$ cat src/pmd_pkg.sv
// Constants shared by the peripheral map descriptor parser.
`default_nettype none
package pmd_pkg;
  localparam logic [7:0] TAG_PERIPHERAL_MAP = 8'h02;
  localparam logic [7:0] TAG_EXTENDER = 8'hfe;
  localparam logic [7:0] DELIMITER = 8'h00;
  localparam logic [7:0] MODULE_NONE = 8'h00;
  localparam logic [7:0] MODULE_SPECIAL = 8'hfe;
  localparam logic [7:0] MODULE_UNDEFINED = 8'hff;
  localparam int MT_HI = 15;
  localparam int MT_LO = 13;
  localparam int SZ_HI = 12;
  localparam int SZ_LO = 9;
  localparam int MORE_BIT = 8;
  localparam int UNIT_BIT = 7;
  localparam int MULT_HI = 6;
  localparam int MOD_HI = 15;
  localparam int MOD_LO = 8;
  localparam logic [2:0] MT_NONE = 3'h0;
  localparam logic [2:0] MT_RAM = 3'h1;
  localparam logic [2:0] MT_EEPROM = 3'h2;
  localparam logic [2:0] MT_RESERVED = 3'h3;
  localparam logic [2:0] MT_FLASH = 3'h4;
  localparam logic [2:0] MT_ROM = 3'h5;
  localparam logic [2:0] MT_APPENDED = 3'h6;
  localparam logic [2:0] MT_UNDEFINED = 3'h7;
  localparam logic [3:0] SZ_ZERO = 4'h0;
  localparam logic [3:0] SZ_APPENDED = 4'he;
  localparam logic [3:0] SZ_UNDEFINED = 4'hf;
  localparam int SZ_BASE_SHIFT = 6;
  localparam int MEM_UNIT_SMALL_SHIFT = 9;
  localparam int MEM_UNIT_LARGE_SHIFT = 16;
  localparam int PER_UNIT_SMALL_SHIFT = 4;
  localparam int PER_UNIT_LARGE_SHIFT = 11;
  localparam logic [15:0] FIRST_SOURCE_VECTOR = 16'hfff8;
  localparam logic [15:0] VECTOR_STEP = 16'h0002;
  localparam logic [15:0] RESET_VECTOR_WORD = 16'hfffe;
  localparam logic [15:0] SYSTEM_NMI_VECTOR_WORD = 16'hfffc;
  localparam logic [15:0] USER_NMI_VECTOR_WORD = 16'hfffa;
  localparam logic [7:0] WB_CTRL = 8'h00;
  localparam logic [7:0] WB_STATUS = 8'h04;
  localparam logic [7:0] WB_IRQ_STATUS = 8'h08;
  localparam logic [7:0] WB_IRQ_MASK = 8'h0c;
  localparam logic [7:0] WB_START_ADDR = 8'h10;
  localparam logic [7:0] WB_END_ADDR = 8'h14;
  localparam int CTRL_START = 0;
  localparam int IRQ_DONE = 0;
  localparam int IRQ_ABSENT = 1;
  localparam int IRQ_ERROR = 2;
  localparam int IRQ_MEM = 3;
  localparam int IRQ_PERIPH = 4;
  localparam int IRQ_VECTOR = 5;
  localparam int IRQ_W = 6;
endpackage : pmd_pkg
`default_nettype wire

$ cat src/pmd_parser.sv
// Peripheral map descriptor parser with a Wishbone register port.
//
// Chosen here: the address map and the Wishbone interface to the registers.
`timescale 1ns/100ps
`default_nettype none
module pmd_parser #(
  parameter int ADDR_W = 16
) (
  // Clock, reset and enable.
  input wire logic i_core_clk,
  input wire logic i_rst,
  input wire logic i_ce,
  // Wishbone slave.
  input wire logic i_wb_cyc,
  input wire logic i_wb_stb,
  input wire logic i_wb_we,
  input wire logic [7:0] i_wb_adr,
  input wire logic [31:0] i_wb_dat,
  input wire logic [3:0] i_wb_sel,
  output logic [31:0] o_wb_dat,
  output logic o_wb_ack,
  // Descriptor memory read port, data taken in the same cycle as the read strobe.
  output logic o_mem_rd,
  output logic [ADDR_W-1:0] o_mem_addr,
  input wire logic [7:0] i_mem_data,
  // Decoded results.
  output logic o_region_valid,
  output logic [2:0] o_region_type,
  output logic [23:0] o_region_size,
  output logic [23:0] o_region_start,
  output logic o_periph_valid,
  output logic [7:0] o_module_identifier,
  output logic [15:0] o_periph_base,
  output logic o_vector_valid,
  output logic [7:0] o_vector_module,
  output logic [15:0] o_vector_word,
  output logic o_busy,
  output logic o_done,
  output logic o_absent,
  output logic o_error,
  output logic o_irq
);
  typedef enum logic [9:0] {
    ST_IDLE = 10'h001, ST_TAG = 10'h002, ST_LEN = 10'h004, ST_SKIP = 10'h008,
    ST_MEMHI = 10'h010, ST_MEMLO = 10'h020, ST_COUNT = 10'h040,
    ST_PERHI = 10'h080, ST_PERLO = 10'h100, ST_SRC = 10'h200
  } pmd_state_e;

  pmd_state_e state;
  logic [ADDR_W-1:0] ptr;
  logic [ADDR_W-1:0] start_addr;
  logic [ADDR_W-1:0] end_addr;
  logic pending;
  logic [1:0] len_left;
  logic is_ext;
  logic is_map;
  logic [15:0] skip_len;
  logic [7:0] hi_byte;
  logic [7:0] per_left;
  logic [15:0] prev_base;
  logic [15:0] next_vector;
  logic [pmd_pkg::IRQ_W-1:0] irq_status;
  logic [pmd_pkg::IRQ_W-1:0] irq_mask;

  wire [7:0] byte_in = i_mem_data;
  wire at_end = ptr >= end_addr;
  wire step = i_ce && pending;
  wire [15:0] word_in = {hi_byte, byte_in};
  wire [2:0] mem_type = word_in[pmd_pkg::MT_HI:pmd_pkg::MT_LO];
  wire [3:0] size_code = word_in[pmd_pkg::SZ_HI:pmd_pkg::SZ_LO];
  wire unit_sel = word_in[pmd_pkg::UNIT_BIT];
  wire [6:0] mult = word_in[pmd_pkg::MULT_HI:0];
  wire type_bad = (mem_type == pmd_pkg::MT_RESERVED) || (mem_type == pmd_pkg::MT_UNDEFINED);
  wire size_bad = size_code == pmd_pkg::SZ_UNDEFINED;
  wire [23:0] size_bytes = (size_code == pmd_pkg::SZ_ZERO || size_code == pmd_pkg::SZ_APPENDED) ?
    24'h000000 : 24'(24'h000001 << (pmd_pkg::SZ_BASE_SHIFT + int'(size_code)));
  wire [23:0] mem_start = unit_sel ? 24'({17'h00000, mult} << pmd_pkg::MEM_UNIT_LARGE_SHIFT) :
    24'({17'h00000, mult} << pmd_pkg::MEM_UNIT_SMALL_SHIFT);
  wire [15:0] per_off = unit_sel ? 16'({9'h000, mult} << pmd_pkg::PER_UNIT_LARGE_SHIFT) :
    16'({9'h000, mult} << pmd_pkg::PER_UNIT_SMALL_SHIFT);
  wire [15:0] per_base = prev_base + per_off;
  wire [2:0] adr_hit_sel = i_wb_adr[4:2];
  wire wb_req = i_wb_cyc && i_wb_stb && !o_wb_ack;
  wire wb_wr = wb_req && i_wb_we && i_wb_sel[0];
  wire start_req = wb_wr && (i_wb_adr == pmd_pkg::WB_CTRL) && i_wb_dat[pmd_pkg::CTRL_START];
  wire [pmd_pkg::IRQ_W-1:0] irq_clear = (wb_wr && i_wb_adr == pmd_pkg::WB_IRQ_STATUS) ?
    i_wb_dat[pmd_pkg::IRQ_W-1:0] : '0;
  wire [pmd_pkg::IRQ_W-1:0] irq_set = {o_vector_valid, o_periph_valid, o_region_valid,
    o_error, o_absent, o_done};
  wire [31:0] rd_status = {28'h0000000, o_error, o_absent, o_done, o_busy};
  wire [31:0] rd_mux = (i_wb_adr == pmd_pkg::WB_STATUS) ? rd_status :
    (i_wb_adr == pmd_pkg::WB_IRQ_STATUS) ? {26'h0000000, irq_status} :
    (i_wb_adr == pmd_pkg::WB_IRQ_MASK) ? {26'h0000000, irq_mask} :
    (i_wb_adr == pmd_pkg::WB_START_ADDR) ? 32'(start_addr) :
    (i_wb_adr == pmd_pkg::WB_END_ADDR) ? 32'(end_addr) : 32'h00000000;

  always_ff @(posedge i_core_clk or posedge i_rst) begin
    if (i_rst) begin
      o_wb_ack <= 1'b0;
      o_wb_dat <= 32'h00000000;
      start_addr <= '0;
      end_addr <= '0;
      irq_mask <= '0;
      irq_status <= '0;
      o_irq <= 1'b0;
    end else if (i_ce) begin
      o_wb_ack <= wb_req;
      o_wb_dat <= wb_req ? rd_mux : 32'h00000000;
      if (wb_wr && i_wb_adr == pmd_pkg::WB_START_ADDR) start_addr <= i_wb_dat[ADDR_W-1:0];
      if (wb_wr && i_wb_adr == pmd_pkg::WB_END_ADDR) end_addr <= i_wb_dat[ADDR_W-1:0];
      if (wb_wr && i_wb_adr == pmd_pkg::WB_IRQ_MASK) irq_mask <= i_wb_dat[pmd_pkg::IRQ_W-1:0];
      irq_status <= (irq_status & ~irq_clear) | irq_set;
      o_irq <= |(((irq_status & ~irq_clear) | irq_set) & irq_mask);
    end
  end

  always_ff @(posedge i_core_clk or posedge i_rst) begin
    if (i_rst) begin
      state <= ST_IDLE;
      ptr <= '0;
      pending <= 1'b0;
      o_mem_rd <= 1'b0;
      o_mem_addr <= '0;
      len_left <= 2'h0;
      is_ext <= 1'b0;
      is_map <= 1'b0;
      skip_len <= 16'h0000;
      hi_byte <= 8'h00;
      per_left <= 8'h00;
      prev_base <= 16'h0000;
      next_vector <= pmd_pkg::FIRST_SOURCE_VECTOR;
      o_region_valid <= 1'b0;
      o_region_type <= 3'h0;
      o_region_size <= 24'h000000;
      o_region_start <= 24'h000000;
      o_periph_valid <= 1'b0;
      o_module_identifier <= 8'h00;
      o_periph_base <= 16'h0000;
      o_vector_valid <= 1'b0;
      o_vector_module <= 8'h00;
      o_vector_word <= 16'h0000;
      o_busy <= 1'b0;
      o_done <= 1'b0;
      o_absent <= 1'b0;
      o_error <= 1'b0;
    end else if (i_ce) begin
      o_region_valid <= 1'b0;
      o_periph_valid <= 1'b0;
      o_vector_valid <= 1'b0;
      o_done <= 1'b0;
      o_absent <= 1'b0;
      o_error <= 1'b0;
      o_mem_rd <= 1'b0;
      pending <= 1'b0;
      if (state == ST_IDLE) begin
        if (start_req) begin
          state <= ST_TAG;
          ptr <= start_addr;
          o_busy <= 1'b1;
          prev_base <= 16'h0000;
          next_vector <= pmd_pkg::FIRST_SOURCE_VECTOR;
          o_mem_rd <= 1'b1;
          o_mem_addr <= start_addr;
          pending <= 1'b1;
        end
      end else if (state == ST_SKIP) begin
        ptr <= ptr + ADDR_W'(skip_len);
        skip_len <= 16'h0000;
        state <= ST_TAG;
      end else if (!pending && at_end) begin
        state <= ST_IDLE;
        o_busy <= 1'b0;
        if (state == ST_TAG) o_absent <= 1'b1;
        else o_error <= 1'b1;
      end else if (!pending) begin
        o_mem_rd <= 1'b1;
        o_mem_addr <= ptr;
        pending <= 1'b1;
      end else if (step) begin
        ptr <= ptr + 1'b1;
        unique case (state)
          ST_TAG: begin
            state <= ST_LEN;
            is_map <= byte_in == pmd_pkg::TAG_PERIPHERAL_MAP;
            is_ext <= byte_in == pmd_pkg::TAG_EXTENDER;
            len_left <= (byte_in == pmd_pkg::TAG_EXTENDER) ? 2'h3 : 2'h1;
            skip_len <= 16'h0000;
          end
          ST_LEN: begin
            len_left <= len_left - 1'b1;
            if (!(is_ext && len_left == 2'h3)) skip_len <= {skip_len[7:0], byte_in};
            if (len_left == 2'h1) state <= is_map ? ST_MEMHI : ST_SKIP;
          end
          ST_MEMHI: begin
            hi_byte <= byte_in;
            if (byte_in == pmd_pkg::DELIMITER) state <= ST_COUNT;
            else state <= ST_MEMLO;
          end
          ST_MEMLO: begin
            if (type_bad || size_bad) begin
              state <= ST_IDLE;
              o_busy <= 1'b0;
              o_error <= 1'b1;
            end else begin
              state <= ST_MEMHI;
              o_region_valid <= 1'b1;
              o_region_type <= mem_type;
              o_region_size <= size_bytes;
              o_region_start <= mem_start;
            end
          end
          ST_COUNT: begin
            per_left <= byte_in;
            state <= (byte_in == 8'h00) ? ST_SRC : ST_PERHI;
          end
          ST_PERHI: begin
            hi_byte <= byte_in;
            state <= ST_PERLO;
          end
          ST_PERLO: begin
            o_periph_valid <= 1'b1;
            o_module_identifier <= word_in[pmd_pkg::MOD_HI:pmd_pkg::MOD_LO];
            o_periph_base <= per_base;
            prev_base <= per_base;
            per_left <= per_left - 1'b1;
            state <= (per_left == 8'h01) ? ST_SRC : ST_PERHI;
          end
          ST_SRC: begin
            if (byte_in == pmd_pkg::DELIMITER) begin
              state <= ST_IDLE;
              o_busy <= 1'b0;
              o_done <= 1'b1;
            end else begin
              o_vector_valid <= 1'b1;
              o_vector_module <= byte_in;
              o_vector_word <= next_vector;
              next_vector <= next_vector - pmd_pkg::VECTOR_STEP;
            end
          end
          default: state <= ST_IDLE;
        endcase
      end
    end
  end

  chk_vector_step: assert property (@(posedge i_core_clk) disable iff (i_rst)
    o_vector_valid |-> next_vector == o_vector_word - pmd_pkg::VECTOR_STEP)
    else $error("vector step broken");
  chk_first_vector: assert property (@(posedge i_core_clk) disable iff (i_rst)
    (start_req && state == ST_IDLE) |=> next_vector == pmd_pkg::FIRST_SOURCE_VECTOR)
    else $error("first vector not 0fff8h");
  chk_done_from_delim: assert property (@(posedge i_core_clk) disable iff (i_rst)
    o_done |-> $past(state) == ST_SRC && $past(byte_in) == pmd_pkg::DELIMITER)
    else $error("done without delimiter");
  chk_tag_match: assert property (@(posedge i_core_clk) disable iff (i_rst)
    (step && state == ST_TAG && byte_in == pmd_pkg::TAG_PERIPHERAL_MAP) |=> state == ST_LEN && is_map)
    else $error("tag not accepted");
  chk_absent_clean: assert property (@(posedge i_core_clk) disable iff (i_rst)
    o_absent |-> !o_error && !o_busy)
    else $error("absent with error");
  chk_bad_type: assert property (@(posedge i_core_clk) disable iff (i_rst)
    (step && state == ST_MEMLO && type_bad) |=> o_error && !o_region_valid)
    else $error("bad type not flagged");
  chk_base_sum: assert property (@(posedge i_core_clk) disable iff (i_rst)
    (step && state == ST_PERLO) |=> o_periph_base == $past(prev_base) + $past(per_off))
    else $error("base sum wrong");
  chk_mem_start: assert property (@(posedge i_core_clk) disable iff (i_rst)
    (step && state == ST_MEMLO && !type_bad && !size_bad && !unit_sel)
    |=> o_region_start == 24'($past(mult)) * 24'h000200)
    else $error("region start wrong");
  chk_delim_mem: assert property (@(posedge i_core_clk) disable iff (i_rst)
    (step && state == ST_MEMHI && byte_in == pmd_pkg::DELIMITER) |=> state == ST_COUNT)
    else $error("delimiter missed");
  chk_irq_level: assert property (@(posedge i_core_clk) disable iff (i_rst)
    i_ce ##1 (|(irq_status & irq_mask)) |-> o_irq)
    else $error("irq not raised");
  cov_done: cover property (@(posedge i_core_clk) disable iff (i_rst) o_done);
  cov_absent: cover property (@(posedge i_core_clk) disable iff (i_rst) o_absent);
  cov_vector: cover property (@(posedge i_core_clk) disable iff (i_rst) o_vector_valid);
endmodule : pmd_parser
`default_nettype wire

$ cat config.mk
export PLATFORM = sky130hd
export DESIGN_NAME = pmd_parser
export DESIGN_NICKNAME = d
export VERILOG_FILES = /design/src/pmd_pkg.sv /design/src/pmd_parser.sv
export SDC_FILE = /design/constraint.sdc
export NUM_CORES = 1
export LEC_CHECK = 0
export ABC_AREA = 1
export BUFFER_PORTS_ARGS = -buffer_cell sky130_fd_sc_hd__buf_2
export CAP_MARGIN = 20
export CORE_MARGIN = 2
export CORE_UTILIZATION = 37
export CTS_CLUSTER_SIZE = 14
export DETAILED_ROUTE_END_ITERATION = 10
export HOLD_SLACK_MARGIN = 0.03
export SYNTH_ARGS = -nofsm -noshare
export SYNTH_HDL_FRONTEND = slang
export SYNTH_SLANG_ARGS = --single-unit
$ cat constraint.sdc
create_clock -name i_core_clk -period 16.9 [get_ports i_core_clk]
set_clock_uncertainty 0.1 [all_clocks]
set_input_delay 3.38 -clock i_core_clk [delete_from_list [all_inputs] [get_ports i_core_clk]]
set_output_delay 3.38 -clock i_core_clk [all_outputs]
set_load 0.005 [all_outputs]
Yosys cells after proc, flatten, opt, wreduce, memory -nomap -nowiden
Index checks and enable logic that the tools add are counted.
- bits in registers: 295
- bits in latches: 0
- RAM bits: 0
- memory bits (read-only): 0
- input bits: 58
- logic and storage cells: 254
- memories: 0
- $add $sub $neg: 7
- multipliers: 0
- div/mod/pow operators: 0
- magnitude comparators: 1
- eq/ne operators: 36
- shift-type cells: 1
- mux-type cells: 111
- bitwise logic cells: 9
- reduce and logical (&&, ||, !) cells: 56
- operators with widths (cell ; count):
    16-bit two-way mux ; 37
    10-bit two-way mux ; 10
    10-bit case mux with 8 select lines ; 1
    1-bit two-way mux ; 52
    7-bit AND reduction ; 7
    16-bit adder ; 2
    16-bit case mux with 2 select lines ; 1
    8-bit AND reduction ; 4
    24-bit two-way mux ; 1
    1-bit by 5-bit << shifter with 24-bit output (first input constant) ; 1
    23-bit two-way mux ; 1
    16-bit by 1-bit adder with 16-bit output (second input constant) ; 1
    8-bit by 4-bit equality test with 1-bit output (second input constant) ; 2
    8-bit by 5-bit equality test with 1-bit output (second input constant) ; 2
    16-bit greater-or-equal comparator ; 1
    8-bit logical NOT ; 2
    8-bit case mux with 2 select lines ; 1
    2-bit nonzero test ; 8
    16-bit by 2-bit subtractor with 16-bit output (second input constant) ; 1
    3-bit nonzero test ; 5
    1-bit logical AND ; 13
    6-bit bitwise AND ; 2
    4-bit nonzero test ; 3
    10-bit by 1-bit equality test with 1-bit output (second input constant) ; 1
    43 further kinds ; 62

Longest topological paths before layout
- depth after elaboration: 11
- mapped depth: 18
- mapped depth without buffers: 17

Worst setup path after synthesis
No wires, ideal clock.
- path type: in2reg
- start point: input i_mem_data[7]
- end point: register prev_base[14]
- library setup time: 0.065 ns
- arrival: 5.282 ns
- data required time: 16.735 ns
- path slack: 11.453 ns
- cell stages on the path: 14
- path buffers: 2
- cell sequence: clkbuf_1 -> clkbuf_1 -> nor2_1 -> ha_1 -> inv_1 -> fa_1 -> inv_1 -> nand4_1 -> nand3_1 -> nand3_1 -> o21ai_0 -> or2_2 -> nand3_1 -> nand2_1
- longest elaborated chain between the ends: 8
- RTL lines (element ; RTL line ; text):
    start: declaration ; pmd_parser.sv:25 ; input wire logic [7:0] i_mem_data,
    16-bit two-way mux ; pmd_parser.sv:79 ; wire [15:0] per_off = unit_sel ? 16'({9'h000, mult} << pmd_pkg::PER_UNIT_LARGE_SHIFT) :
    16-bit adder ; pmd_parser.sv:81 ; wire [15:0] per_base = prev_base + per_off;
    16-bit two-way mux ; pmd_parser.sv:181 ; unique case (state)
    16-bit two-way mux ; pmd_parser.sv:179 ; end else if (step) begin
    16-bit two-way mux ; pmd_parser.sv:175 ; end else if (!pending) begin
    16-bit two-way mux ; pmd_parser.sv:170 ; end else if (!pending && at_end) begin
    16-bit two-way mux ; pmd_parser.sv:166 ; end else if (state == ST_SKIP) begin
    16-bit two-way mux ; pmd_parser.sv:155 ; if (state == ST_IDLE) begin
    end signal: assignment ; pmd_parser.sv:224 ; prev_base <= per_base;
    end: declaration ; pmd_parser.sv:60 ; logic [15:0] prev_base;
Every way passes these cells. The select of a mux whose other input is x is not followed.
A chain may end at the register's enable or synchronous reset.

Final worst setup path
- start point: input i_wb_adr[1]
- end point: register start_addr[4]
- longest elaborated chain between the ends: 3
- RTL lines (element ; RTL line ; text):
    start: declaration ; pmd_parser.sv:17 ; input wire logic [7:0] i_wb_adr,
    8-bit by 5-bit equality test with 1-bit output ; pmd_parser.sv:109 ; if (wb_wr && i_wb_adr == pmd_pkg::WB_START_ADDR) start_addr <= i_wb_dat[ADDR_W-1:0];
    1-bit logical AND ; pmd_parser.sv:109 ;
    2-bit AND reduction (no line) ; - ;
    end signal: assignment ; pmd_parser.sv:109 ;
    end: declaration ; pmd_parser.sv:51 ; logic [ADDR_W-1:0] start_addr;
Every way passes these cells.

==> metrics.yaml <==
die:
  ios: 215
  die-area_sq_um: 39800
  row_count: 71
  die_h_microns: 199
  core_area_sq_um: 37700
  die_w_microns: 199
  initial_core_util_pct: 37.5
sta:
  grt_setup_unrepaired: "false"
  slew_viol_final: 0
  hold_violations: 0
  fin_setup_tns_ps: 0
  period_minus_slack_ps: 5770
  max-slew-margin-rel_pct: 31.0
  setup_violations: 0
  worst_pin_slew_ps: 1030
  fmax_ghz: 0.173
  min_period_over_period_pct: 34.2
routing:
  drtIter0Drc: 652
  vias: 12104
  drc_errors: 0
  drt_wl_total_mm: 38.0
  firstDrtPassIters: 5
  antenna_left: 0
  wl_per_cell_microns: 15.4
  vias_per_cell: 4.90
power_and_ir_drop:
  seqPwrFrac_pct: 37.9
  pwr-share-comb_pct: 23.6
  power_switching_w: 0.000650
  ir_drop_mv: 0.0877
  p_per_area_nw_per_um2: 122
  p_leak_nw: 8.27
  swShare_pct: 32.4
  clockPowerShare_pct: 38.5
  p_int_w: 0.00135
grt:
  gr-total-overflow: 0
  grt_usage_pct: 19.3
  grt_max_degree: 114
  grt_pass1_wl_mm: 61.5
  grt_pass1_vias: 11578
  grt_antenna_before_repair: 1
logic_synthesis:
  ys_ff_latch: 259
  synth-seq-area-share_pct: 46.0
  yosysUniqueCellTypes: 48
  yosys_warnings: 0
  synthArstFlopShare_pct: 100
  synth_area_sq_um: 14100
  syn_inst: 1789
  avgSynthCellArea_sq_um: 7.90
  synth-edff-count: 0
  synthFlopType: "dfrtp_1"
worst_setup_path:
  r2r_start: "state[6]"
  cp_slowest_stage_delay_ps: 800
  critical_path.max_fanout: 32
  path_cells: "buf_2 -> nor2_1 -> inv_1 -> nor3_1 -> inv_1 -> nor2_1 -> nand2_1 -> o21ai_0"
  start_kind: "primary input"
  r2r_cells: 12
  crit_type: "in -> reg"
  critical_path_required_ps: 17280
  cp-end-kind: "register"
  rrSetupSlack_ps: 13170
  critPathArrivalTime_ps: 6150
  cpMaxStageDelayCell: "nand2_1"
  rr_endpoint: "ptr[12]"
placed_design:
  io_buffers: 164
  gp_congestion: 0.896
  dp_hpwl_mm: 27.5
clocking:
  cts.htree.levels: 1
  clk_latency_ps: 580
  cts-root-buf: "clkbuf_16"
  clk_path_buf_depth: 3
  clkSinkCount: 259
  ctsResizeCount: 0
  clkTransAtPathRegs_ps: 60
  cts_tree: "built"
  cts_buffers: 30
  post_cts.repair.setup_buffers: 0
  cts_hold_buf: 0
final_layout:
  layout.nets: 2043
  antenna_cells: 0
  drive_gt1_share_pct: 15.9
  finish.utilization_pct: 43.5
  area_growth_pct: 16.0
worst_hold_path:
  holdCritPathClass: "reg -> reg"
  hold_path.startpoint: "o_module_identifier[4]"
  hold_end: "o_module_identifier[4]"
  hold_path_depth: 2
run_status:
  status: "finished, final reports clean"
run:
  maxCapViolations: 0
-- sequential cells by signal, summed over array words and instances, names as in the netlist, 14 cells and up --
name,count
next_vector,15
o_region_start,14
end_addr,16
ptr,16
o_region_size,24
skip_len,16
o_vector_word,15
o_mem_addr,16
start_addr,16
o_wb_dat,16
-- per-stage QoR --
step	std cells	setup WS, ps	cell area [sq um]	power (W)	hold slack, ps
6_report	2470	11130	16400	0.00200	368
5_1_grt	2470	10830	16400	0.00213	397
4_1_cts	2469	11100	16400	0.00202	373
3_5_place_dp	2413	10500	15200	0.00124	358
3_3_place_gp	2413	10550	15200	0.00123	353
2_1_floorplan	1819	6320	14200	0.00110	343
-- logic make-up (layout without fill, tap and decap cells) --
family	count (synthesis)	in the layout	synth area share, %
flops	259	259	46.0
xor+xnor	15	15	0.930
simple gates	804	804	24.0
compound gates	352	352	14.3
fa+ha+maj	50	50	4.54
buf+inv	308	448	10.1
other cells	1	31	0.0265
-- per-layer routing --
metal	GRT usage, %	routed length [microns]	vias to the layer above
met5	0	11	-
met3	2.87	1970	61
met2	31.4	17300	301
met1	26.5	17800	5685
li1	-	-	6055
met4	6.28	969	2
-- cell type report --
type                       instances  area (sq um)
inverter                         219           830
sequential                       259          6500
timing repair buffer             173           908
fill                            3858         21300
tap                              511           639
multi-input combinational       1252          6310
clock inverter                    18           332
clock buffer                      38           861
-- layout by cell type, fill, tap and decap left out, types with 8 or more instances in the layout --
cell and instances:
clkbuf_8 8, dfstp_2 14, nand2_1 478, o21ai_2 25
a21oi_1 73, nand3_1 109, nor3_1 21, o21a_1 10
a31oi_1 13, inv_1 209, buf_4 8, nor2_1 131
o22ai_1 8, conb_1 31, dfrtp_1 245, buf_2 164
o21ai_1 46, xor2_1 11, clkbuf_16 30, nand4_1 27
o21ai_0 146, ha_1 48, bufinv_16 9
-- power by group through the flow --
| stage | combinational [W] | sequential, W | clock, W |
|---|---|---|---|
| 6_report | 0.000472 | 0.000759 | 0.000771 |
| 5_1_grt | 0.000548 | 0.000768 | 0.000810 |
| 4_1_cts | 0.000474 | 0.000759 | 0.000789 |
| 3_5_place_dp | 0.000471 | 0.000769 | 0 |
| 3_3_place_gp | 0.000464 | 0.000767 | 0 |
| 2_1_floorplan | 0.000350 | 0.000751 | 0 |
-- worst max path at each step --
stage / from / cells past startpoint / slack (ps) / endpoint
final: i_wb_adr[1] / 8 / 11130 / start_addr[4]
after global routing: i_wb_adr[1] / 9 / 10830 / start_addr[1]
after CTS: i_wb_adr[1] / 8 / 11100 / start_addr[4]
after detailed placement: i_wb_adr[1] / 8 / 10500 / start_addr[4]
after global placement: i_wb_adr[1] / 8 / 10550 / start_addr[9]
after floorplan: i_rst / 1 / 6320 / end_addr[0]
-- critical path: cells and delay by family --
kind | cells | cell delay, ps
AOI/OAI and AO/OA | 1 | 420
buffers and inverters | 3 | 380
and+or+nand+nor | 4 | 1950
-- cell usage after synthesis (10+ instances only) --
| library cell | count | area (sq um) |
|---|---|---|
| inv_1 | 210 | 788 |
| dfstp_2 | 14 | 368 |
| buf_6 | 17 | 191 |
| clkbuf_1 | 26 | 97.6 |
| o21ai_0 | 146 | 731 |
| nor2_1 | 131 | 492 |
| buf_4 | 36 | 270 |
| xor2_1 | 11 | 96.3 |
| nand2_1 | 478 | 1790 |
| ha_1 | 48 | 601 |
| nand4_1 | 27 | 169 |
| o21ai_2 | 25 | 219 |
| nor3_1 | 21 | 105 |
| dfrtp_1 | 245 | 6130 |
| o21a_1 | 10 | 75.1 |
| a31oi_1 | 13 | 81.3 |
| o21ai_1 | 46 | 230 |
| nand3_1 | 109 | 546 |
| a21oi_1 | 73 | 365 |
Power figures use the tool's default switching activity.
